## config.mk

```make
export PLATFORM = sky130hd
export DESIGN_NAME = embw_bus_ctrl
export DESIGN_NICKNAME = d
export VERILOG_FILES = /design/src/hdl/embw_pkg.sv /design/src/hdl/embw_state_clk.sv /design/src/hdl/embw_bus_ctrl.sv
export VERILOG_INCLUDE_DIRS = /design/src /design/src/hdl
export SDC_FILE = /design/constraint.sdc
export NUM_CORES = 1
export LEC_CHECK = 0
export ABC_AREA = 1
export BUFFER_PORTS_ARGS = -buffer_cell sky130_fd_sc_hd__buf_2
export CAP_MARGIN = 20
export CORE_MARGIN = 10
export CORE_UTILIZATION = 45
export DETAILED_ROUTE_END_ITERATION = 16
export GPL_ROUTABILITY_DRIVEN = 1
export MAX_ROUTING_LAYER = met4
export PLACE_DENSITY = 0.76
export SYNTH_ARGS = -nofsm -noshare
export SYNTH_HDL_FRONTEND = slang
export SYNTH_SLANG_ARGS = --single-unit
```

## constraint.sdc

```tcl
create_clock -name sys_clk -period 1.8 [get_ports sys_clk]
set_input_delay 0.18 -clock sys_clk [delete_from_list [all_inputs] [get_ports sys_clk]]
set_output_delay 0.18 -clock sys_clk [all_outputs]
set_load 0.02 [all_outputs]
```

## src/hdl/embw_consts.svh

```systemverilog
// Timing constants and bus widths for the external bus wait-state controller.
`ifndef EMBW_CONSTS_SVH
`define EMBW_CONSTS_SVH
`define EMBW_ADDR_W 16
`define EMBW_DATA_W 8
`define EMBW_OSC_PER_STATE 2
`define EMBW_AUTO_WAITS 2'h1
`define EMBW_PERIPH_WAITS 2'h2
`define EMBW_BASE_STATES 2'h2
`define EMBW_CS_W 6
`define EMBW_CS_PERIPH 5
`define EMBW_REDRIVE_CYCLES 2'h3
`endif

```

## src/hdl/embw_pkg.sv

```systemverilog
// Types shared by the external bus wait-state controller.
`default_nettype none
package embw_pkg;
  // Phases of one external access; address, strobe and hold are each one machine state long.
  typedef enum logic [2:0] {
    EMBW_IDLE = 3'h0,
    EMBW_ADDR = 3'h1,
    EMBW_STRB = 3'h2,
    EMBW_WAIT = 3'h3,
    EMBW_HOLD = 3'h4
  } embw_state_t;
endpackage
`default_nettype wire

```

## src/hdl/embw_state_clk.sv

```systemverilog
// Machine-state timer: divides the oscillator clock by two and drives the clock output.
`timescale 1ns/1ps
`default_nettype none
`include "embw_consts.svh"
module embw_state_clk (
  // Clock and reset.
  input wire logic sys_clk,
  input wire logic rst_n,
  // Phase outputs.
  output logic clk_out_q,
  output logic fall_tick,
  output logic rise_tick
);
  // A state spans two oscillator periods: low half then high half.
  always_ff @(posedge sys_clk) begin
    if (!rst_n) begin
      clk_out_q <= 1'b1;
    end else begin
      clk_out_q <= ~clk_out_q;
    end
  end

  // The output falls on the next edge when it is high now.
  assign fall_tick = clk_out_q;
  // The output rises on the next edge when it is low now.
  assign rise_tick = ~clk_out_q;
endmodule
`default_nettype wire

```

## src/hdl/embw_bus_ctrl.sv

```systemverilog
// External memory bus controller with automatic and pin-driven wait states.
//
// Function
// - One auto wait unless inhibit bit set.
// - Peripheral region bit sets two wait states in total.
// - Access lengths are 3, 4 or 5 states.
// - Wait pin low stretches access indefinitely.
// - Wait pin ignored while auto waits remain.
// - Wait pin sampled on clock output rise.
// - Machine state equals two oscillator periods.
// - Each wait lengthens strobe by one state.
// - Address launched after clock output falls.
// - Strobe and select low after address valid.
// - Address held until strobes return high.
// - Read releases bus before strobe, late redrive.
// - Read data captured at strobe rise.
// - Write data set up and held past strobe.
`timescale 1ns/1ps
`default_nettype none
`include "embw_consts.svh"
module embw_bus_ctrl (
  // Clock and reset.
  input wire logic sys_clk,
  input wire logic rst_n,
  // Wait-state configuration levels.
  input wire logic auto_wait_inhibit,
  input wire logic periph_region_extra_wait,
  // Core access request.
  input wire logic req_valid,
  input wire logic req_write,
  input wire logic req_fetch,
  input wire logic req_periph,
  input wire logic [`EMBW_CS_W-1:0] req_cs,
  input wire logic [`EMBW_ADDR_W-1:0] req_addr,
  input wire logic [`EMBW_DATA_W-1:0] req_wdata,
  output logic req_ready_q,
  output logic rsp_valid_q,
  output logic [`EMBW_DATA_W-1:0] rsp_rdata_q,
  // External bus pins.
  output logic system_clock_output,
  output logic [`EMBW_ADDR_W-1:0] ext_addr_q,
  output logic ext_rnw_q,
  output logic opcode_fetch_flag_n_q,
  output logic ext_data_strobe_n_q,
  output logic chip_select_e_one_n_q,
  output logic chip_select_e_two_n_q,
  output logic chip_select_h_one_n_q,
  output logic chip_select_h_two_n_q,
  output logic chip_select_h_three_n_q,
  output logic periph_region_select_n_q,
  input wire logic [`EMBW_DATA_W-1:0] data_in,
  output logic [`EMBW_DATA_W-1:0] data_out_q,
  output logic data_oe_n_q,
  input wire logic ext_wait_n
);
  // Machine-state timing from the divider.
  logic clk_out_q;
  logic fall_tick;
  logic rise_tick;

  embw_state_clk u_state_clk (
    .sys_clk(sys_clk),
    .rst_n(rst_n),
    .clk_out_q(clk_out_q),
    .fall_tick(fall_tick),
    .rise_tick(rise_tick)
  );

  assign system_clock_output = clk_out_q;

  // Access state and latched attributes.
  embw_pkg::embw_state_t state_q;
  embw_pkg::embw_state_t state_d;
  logic [1:0] auto_left_q;
  logic [1:0] auto_left_d;
  logic write_q;
  logic periph_q;
  logic [`EMBW_CS_W-1:0] cs_q;
  logic [`EMBW_DATA_W-1:0] wdata_q;
  logic [1:0] redrive_q;
  logic [`EMBW_CS_W-1:0] cs_n_q;

  // Programmed automatic waits for the pending request.
  wire [1:0] auto_for_req;
  wire [1:0] base_auto;
  assign base_auto = auto_wait_inhibit ? 2'h0 : `EMBW_AUTO_WAITS;
  assign auto_for_req = (req_periph && periph_region_extra_wait) ?
                        `EMBW_PERIPH_WAITS : base_auto;

  // Wait pin counts only at the rising clock edge of a strobe state.
  wire wait_seen;
  assign wait_seen = rise_tick && !ext_wait_n;
  // Wait pin level held from the last rising clock output edge of the strobe.
  logic wait_seen_q;
  // An access starts only from idle, on an edge where the clock output falls.
  wire start_acc;
  assign start_acc = (state_q == embw_pkg::EMBW_IDLE) && req_valid && fall_tick;

  // Next-state decode; every transition lands on a falling clock output.
  always_comb begin
    state_d = state_q;
    auto_left_d = auto_left_q;
    unique case (state_q)
      embw_pkg::EMBW_IDLE: begin
        if (start_acc) begin
          state_d = embw_pkg::EMBW_ADDR;
          auto_left_d = auto_for_req;
        end
      end
      embw_pkg::EMBW_ADDR: begin
        if (fall_tick) begin
          state_d = embw_pkg::EMBW_STRB;
        end
      end
      embw_pkg::EMBW_STRB, embw_pkg::EMBW_WAIT: begin
        if (fall_tick) begin
          if (auto_left_q != 2'h0) begin
            auto_left_d = auto_left_q - 2'h1;
            state_d = embw_pkg::EMBW_WAIT;
          end else if (wait_seen_q) begin
            state_d = embw_pkg::EMBW_WAIT;
          end else begin
            state_d = embw_pkg::EMBW_HOLD;
          end
        end
      end
      embw_pkg::EMBW_HOLD: begin
        if (fall_tick) begin
          state_d = embw_pkg::EMBW_IDLE;
        end
      end
      default: begin
        state_d = embw_pkg::EMBW_IDLE;
      end
    endcase
  end

  // State register and automatic wait counter.
  always_ff @(posedge sys_clk) begin
    if (!rst_n) begin
      state_q <= embw_pkg::EMBW_IDLE;
      auto_left_q <= 2'h0;
    end else begin
      state_q <= state_d;
      auto_left_q <= auto_left_d;
    end
  end

  // Wait pin latch; ignored while automatic waits remain.
  always_ff @(posedge sys_clk) begin
    if (!rst_n) begin
      wait_seen_q <= 1'b0;
    end else if (fall_tick) begin
      wait_seen_q <= 1'b0;
    end else if (rise_tick && (state_q == embw_pkg::EMBW_STRB ||
                               state_q == embw_pkg::EMBW_WAIT)) begin
      wait_seen_q <= wait_seen && (auto_left_q == 2'h0);
    end
  end

  // Address, direction and fetch flag launch at access start and hold.
  always_ff @(posedge sys_clk) begin
    if (!rst_n) begin
      ext_addr_q <= {`EMBW_ADDR_W{1'b0}};
      ext_rnw_q <= 1'b1;
      opcode_fetch_flag_n_q <= 1'b1;
      write_q <= 1'b0;
      periph_q <= 1'b0;
      cs_q <= {`EMBW_CS_W{1'b0}};
      wdata_q <= {`EMBW_DATA_W{1'b0}};
    end else if (start_acc) begin
      ext_addr_q <= req_addr;
      ext_rnw_q <= !req_write;
      opcode_fetch_flag_n_q <= !req_fetch;
      write_q <= req_write;
      periph_q <= req_periph;
      cs_q <= req_cs;
      wdata_q <= req_wdata;
    end
  end

  // Strobe and selects are low across strobe and wait states only.
  wire strobe_next;
  assign strobe_next = (state_d == embw_pkg::EMBW_STRB) ||
                       (state_d == embw_pkg::EMBW_WAIT);

  always_ff @(posedge sys_clk) begin
    if (!rst_n) begin
      ext_data_strobe_n_q <= 1'b1;
      cs_n_q <= {`EMBW_CS_W{1'b1}};
    end else begin
      ext_data_strobe_n_q <= !strobe_next;
      cs_n_q <= strobe_next ? ~cs_q : {`EMBW_CS_W{1'b1}};
    end
  end

  assign chip_select_e_one_n_q = cs_n_q[0];
  assign chip_select_e_two_n_q = cs_n_q[1];
  assign chip_select_h_one_n_q = cs_n_q[2];
  assign chip_select_h_two_n_q = cs_n_q[3];
  assign chip_select_h_three_n_q = cs_n_q[4];
  assign periph_region_select_n_q = cs_n_q[`EMBW_CS_PERIPH];

  // Data bus drive: reads float before the strobe and stay off three oscillator periods more.
  wire strobe_rising;
  assign strobe_rising = !ext_data_strobe_n_q && !strobe_next;

  always_ff @(posedge sys_clk) begin
    if (!rst_n) begin
      data_oe_n_q <= 1'b1;
      data_out_q <= {`EMBW_DATA_W{1'b0}};
      redrive_q <= 2'h0;
    end else begin
      if (start_acc) begin
        data_oe_n_q <= req_write ? 1'b0 : 1'b1;
        data_out_q <= req_write ? req_wdata : {`EMBW_DATA_W{1'b0}};
      end else if (write_q && state_q == embw_pkg::EMBW_HOLD && fall_tick) begin
        data_oe_n_q <= 1'b1;
      end
      if (strobe_rising && !write_q) begin
        redrive_q <= `EMBW_REDRIVE_CYCLES;
      end else if (redrive_q != 2'h0) begin
        redrive_q <= redrive_q - 2'h1;
      end
    end
  end

  // Read data captured as the strobe returns high.
  always_ff @(posedge sys_clk) begin
    if (!rst_n) begin
      rsp_valid_q <= 1'b0;
      rsp_rdata_q <= {`EMBW_DATA_W{1'b0}};
    end else begin
      rsp_valid_q <= strobe_rising;
      if (strobe_rising && !write_q) begin
        rsp_rdata_q <= data_in;
      end
    end
  end

  // Ready for a new request once idle and any read turnaround is over.
  always_ff @(posedge sys_clk) begin
    if (!rst_n) begin
      req_ready_q <= 1'b0;
    end else begin
      req_ready_q <= (state_d == embw_pkg::EMBW_IDLE) && (redrive_q == 2'h0) && !start_acc;
    end
  end
endmodule
`default_nettype wire

```

Word level (Yosys, flattened, before mapping):

Index checks and enable logic that the tools add are counted.

* input port bits: 47
* flip-flop bits (word level): 60

* add/sub/neg operators: 2
* mux-type cells: 19
* reductions and logical operators: 34
* bitwise gates (word level): 3
* equal/unequal tests: 9

Operators by type and width (count)
* 3-bit two-way mux: 6
* 3-bit by 2-bit == test with 1-bit output (second input constant): 4
* 1-bit logical AND: 12
* 2-bit two-way mux: 6
* 3-bit case mux with 4 select lines: 1
* 2-bit nonzero test: 5
* 8-bit two-way mux: 1
* 1-bit logical NOT: 7
* 3-bit logical NOT: 2
* 6-bit inverter: 1
* 2-bit logical NOT: 2
* 1-bit two-way mux: 4
* 2-bit inequality test (second input constant): 2
* 2-bit case mux with 2 select lines: 1
* 4-bit AND reduction: 1
* 2-bit OR reduction: 2
* 2-bit by 1-bit subtractor with 2-bit output (second input constant): 2
* 3-bit by 1-bit == test with 1-bit output (second input constant): 1
* 3-bit == test (second input constant): 1
* 1-bit logical OR: 2
* 2-bit by 1-bit inequality test with 1-bit output (second input constant): 1
* 1-bit inverter: 2
* 2-bit AND reduction: 1

Depth between registers and ports, before layout:

* word-level depth: 11
* depth in mapped cells: 8
* mapped depth without buffers: 8

Cells and area by module:

From an unflattened synthesis, not the netlist that was laid out.

* cells, all modules: 290
* area total of the unflattened synthesis: 2318.5 sq um

Modules (own cells, without submodules)
* embw_bus_ctrl: seq. area each 1181.1 sq um, cells each 286, area an instance 2283.4 sq um, instances 1
* embw_state_clk: seq. area each 20.0 sq um, cells each 4, area an instance 35.0 sq um, instances 1

Least setup slack after synthesis:

OpenSTA, ideal clock, no wires.

* kind: flip-flop to flip-flop
* start: reg u_state_clk.clk_out_q
* end: reg rsp_rdata_q[0]
* stages on the path, launching flop included: 7
* path slack: 0.479 ns
* required time: 1.687 ns
* data arrival time: 1.208 ns
* setup time: 0.113 ns
* path through: dfxtp_1 > nand3_1 > nand2_2 > nand4_4 > buf_6 > nor2_1 > nor2_1

* longest elaborated chain between the ends: 8

Ends and longest elaborated chain
* start, declared: RTL line embw_state_clk.sv:10 `output logic clk_out_q,`
* start signal, assigned: RTL line embw_state_clk.sv:19 `clk_out_q <= ~clk_out_q;`
* 1-bit logical AND: RTL line embw_bus_ctrl.sv:97 `assign start_acc = (state_q == embw_pkg::EMBW_IDLE) && req_valid && fall_tick;`
* 3-bit two-way mux: RTL line embw_bus_ctrl.sv:105 `if (start_acc) begin`
* 3-bit case mux with 4 select lines *: RTL line embw_bus_ctrl.sv:103 `unique case (state_q)`
* 3-bit by 2-bit == test with 1-bit output, on equally long branches: RTL line embw_bus_ctrl.sv:184, embw_bus_ctrl.sv:185
* 1-bit logical OR *: RTL line embw_bus_ctrl.sv:184 `assign strobe_next = (state_d == embw_pkg::EMBW_STRB) ||`
* 1-bit logical NOT *: RTL line embw_bus_ctrl.sv:206 `assign strobe_rising = !ext_data_strobe_n_q && !strobe_next;`
* 1-bit logical AND *: RTL line embw_bus_ctrl.sv:206
* 1-bit logical AND *: RTL line embw_bus_ctrl.sv:235 `if (strobe_rising && !write_q) begin`
* end signal, assigned: RTL line embw_bus_ctrl.sv:232 `` rsp_rdata_q <= {`EMBW_DATA_W{1'b0}}; ``
* end signal, assigned: RTL line embw_bus_ctrl.sv:236 `rsp_rdata_q <= data_in;`
* end, declared: RTL line embw_bus_ctrl.sv:38 `` output logic [`EMBW_DATA_W-1:0] rsp_rdata_q, ``

Every way passes the cells marked *; elsewhere a longest branch is shown, timed or not.
A chain may end at the register's enable or synchronous reset.

Worst setup path in the final report:

* start: reg state_q[0]
* end: reg ext_addr_q[13]

* longest elaborated chain between the ends: 3

Ends and longest elaborated chain
* start, declared: RTL line embw_bus_ctrl.sv:72 `embw_pkg::embw_state_t state_q;`
* start signal, assigned: RTL line embw_bus_ctrl.sv:141 `state_q <= embw_pkg::EMBW_IDLE;`
* start signal, assigned: RTL line embw_bus_ctrl.sv:144 `state_q <= state_d;`
* 3-bit logical NOT: RTL line embw_bus_ctrl.sv:97
* 1-bit logical AND (2 in series): RTL line embw_bus_ctrl.sv:97
* end signal, assigned: RTL line embw_bus_ctrl.sv:164 `` ext_addr_q <= {`EMBW_ADDR_W{1'b0}}; ``
* end signal, assigned: RTL line embw_bus_ctrl.sv:172 `ext_addr_q <= req_addr;`
* end, declared: RTL line embw_bus_ctrl.sv:41 `` output logic [`EMBW_ADDR_W-1:0] ext_addr_q, ``

Every way passes these cells.

==> results.py <==
metrics = {
    "outcome": {
        "outcome": "finished clean",
    },
    "cts": {
        "cts_buffers": 9,
        "cts_tree": "built",
        "post_cts_buffers": 0,
        "cts-htree-levels": 3,
        "clk_pin_slew_ns": 0.06,
        "cts.sinks": 60,
        "cts_resized": 0,
        "clk_root_buffer_cell": "clkbuf_8",
        "clk_latency_ns": 0.33,
        "clock_path_buffers": 2,
        "ctsHoldBuffers": 0,
    },
    "sta": {
        "min_period_over_period_pct": 78.19,
        "fin_crit_ns": 1.407,
        "worst_slew_pin_slew_ns": 0.4891,
        "slew_headroom_pct": 67.35,
        "hold_viol_final": 0,
        "slew_violations": 0,
        "fmax_mhz": 710.5,
        "skew_ns": 0.006122,
        "setup_viol": 0,
        "rsz0062_at_grt": "no",
        "setup_tns_ns": 0,
    },
    "synthesis": {
        "syn-cell-area_um2": 2195,
        "avgSynthCellArea_um2": 8.345,
        "yosysUniqueCellTypes": 29,
        "synth_fp_nets": 312,
        "ys_seq_elements": 60,
        "ys_seq_area_share_pct": 54.73,
        "ys_warn_count": 0,
        "synthCells": 263,
    },
    "setup_path": {
        "cp.arrival_ns": 1.66,
        "crit_chain": "nor2_1 -> nand3_2 -> inv_2 -> nand2_1 -> a21oi_1",
        "critPathMaxStageDelay_ns": 0.34,
        "cp_max_fo": 22,
        "crit_slowest_cell": "dfxtp_1",
        "crit_type": "flop to flop",
        "crit_family": "simple AND/OR/NAND/NOR gates",
        "crit_required_ns": 2.06,
        "path_buf_inv": 1,
        "crit_path_start_kind": "flop",
        "cp-end-kind": "flop",
    },
    "cells_and_area": {
        "fin_cells": 428,
        "utilization_pct": 59.84,
        "final_cell_mix": "buf_2, nand2_1, dfxtp_1",
        "drive_gt1_share_pct": 32.69,
        "mostFrequentLayoutCell": "buf_2",
        "antenna-diode-count": 0,
        "nNetsFinal": 406,
        "n_fill_cell": 456,
        "syn_to_final_growth_pct": 28.79,
    },
    "floorplan": {
        "io_pins": 92,
        "rows": 25,
        "initial_core_util_pct": 46.46,
        "core-area_um2": 4723,
        "fp.dieW_um": 89.84,
        "die_area_um2": 8070,
        "fp.dieH_um": 89.84,
    },
    "route": {
        "wirelength_um": 5457,
        "drtIter0Drc": 87,
        "drc": 0,
        "via_count": 1963,
        "post_drt_wl_per_cell_um": 12.75,
        "ant_nets": 0,
        "dr.pass1.iters": 4,
        "viasPerCell": 4.586,
    },
    "global_routing": {
        "antenna_found_initial": 0,
        "grt_pass1_wl_um": 9080,
        "grt_pass1_vias": 1895,
        "grt.total_usage_pct": 14.15,
        "grt_start_max_net_pins": 29,
        "overflow": 0,
    },
    "power_and_ir_drop": {
        "ir_worst_vdd_v": 0.0004724,
        "p_leak_uw": 0.001402,
        "powerDensity_nw_per_um2": 1054,
    },
    "placement": {
        "dp_hpwl_um": 4133,
        "place_congestion": 0.9003,
        "placedCellCount": 413,
        "io_buffer_count": 91,
    },
    "run": {
        "cap_violations": 0,
    },
    "worst_hold_path": {
        "hp-class": "input pin to flop",
    },
}
==> worst paths after layout <==
kind / to / cells after the start / start / slack, ns
max: ext_addr_q[13] / 5 / state_q[0] / 0.39
min: opcode_fetch_flag_n_q / 2 / req_fetch / 0.03
max reg2reg: ext_addr_q[13] / 5 / state_q[0] / 0.39
min reg2reg: cs_n_q[5] / 1 / cs_q[5] / 0.39
==> state kept, by name, summed over array words and instances (netlist names), 2 cells and up <==
register	count
cs_n_q	6
data_out_q	8
rsp_rdata_q	8
ext_addr_q	16
redrive_q	2
state_q	3
cs_q	6
auto_left_q	2
==> synthesized netlist by cell type <==
cell      instances  area share [%]
o21ai_1           2            0.46
buf_4             1            0.34
xor2_1            1            0.40
clkbuf_1          3            0.51
a21oi_2           1            0.40
buf_6             4             2.1
nand4_1           4             1.1
buf_1             1            0.17
o211ai_1          1            0.34
a22o_1            8             3.2
nand4_4           1            0.97
nor2_1           24             4.1
nand2_2           2            0.57
nand3_2           1            0.46
ha_1              2             1.1
a41oi_1           1            0.40
o22ai_1           2            0.57
inv_2             6             1.0
dfxtp_1          60              55
o2111a_1          1            0.51
nor3_1            1            0.23
nor2_4            1            0.51
o21ai_0           3            0.68
nand2_1          79              14
nor2_8            1            0.91
nand3_1           2            0.46
inv_1            21             3.6
a21oi_1          28             6.4
buf_2             1            0.23
==> report_power, final <==
part           internal, uW  switching [uW]
Clock                   485             479
Sequential             1430            52.6
Combinational           203             329
Total                  2120             860
==> metal layers <==
layer | GRT usage (%) | vias to the layer above | wire length, um
li1 | - | 1030 | -
met1 | 15.95 | 877 | 2420
met2 | 22.15 | 47 | 2700
met3 | 3.574 | 9 | 237
met4 | 8.491 | 0 | 97
met5 | - | - | 0
==> stage by stage <==
step	cell area (um2)	hold slack, ns	worst slack [ns]	power, uW
final	2826	0.03173	0.3926	2978
after CTS	2826	0.02180	0.3889	3010
after global placement	2676	0.3683	0.4819	2029
after floorplan	2195	0.2763	0.4790	1885
after global routing	2826	0.02692	0.2026	3148
after detailed placement	2676	0.3732	0.4187	2047
==> final cells by class <==
cell class,instances,area [um2],share of cell area [%]
Inverter,27,101.3,3.586
Multi-Input combinational cell,166,819.5,29.00
Sequential cell,60,1201,42.50
Clock inverter,3,15.01,0.5312
Tap cell,67,83.83,2.966
Clock buffer,12,135.1,4.781
Timing Repair Buffer,93,470.5,16.64
==> cell families (layout without fill, tap and decap cells) <==
family	count (synthesis)	count (layout)	synth area share, %
compound gates	47	47	12.94
xor+xnor	1	1	0.3992
fa+ha+maj	2	2	1.140
flops	60	60	54.73
buf+inv	37	135	7.924
simple gates	116	116	22.86
(Power assumes the default switching activity.)
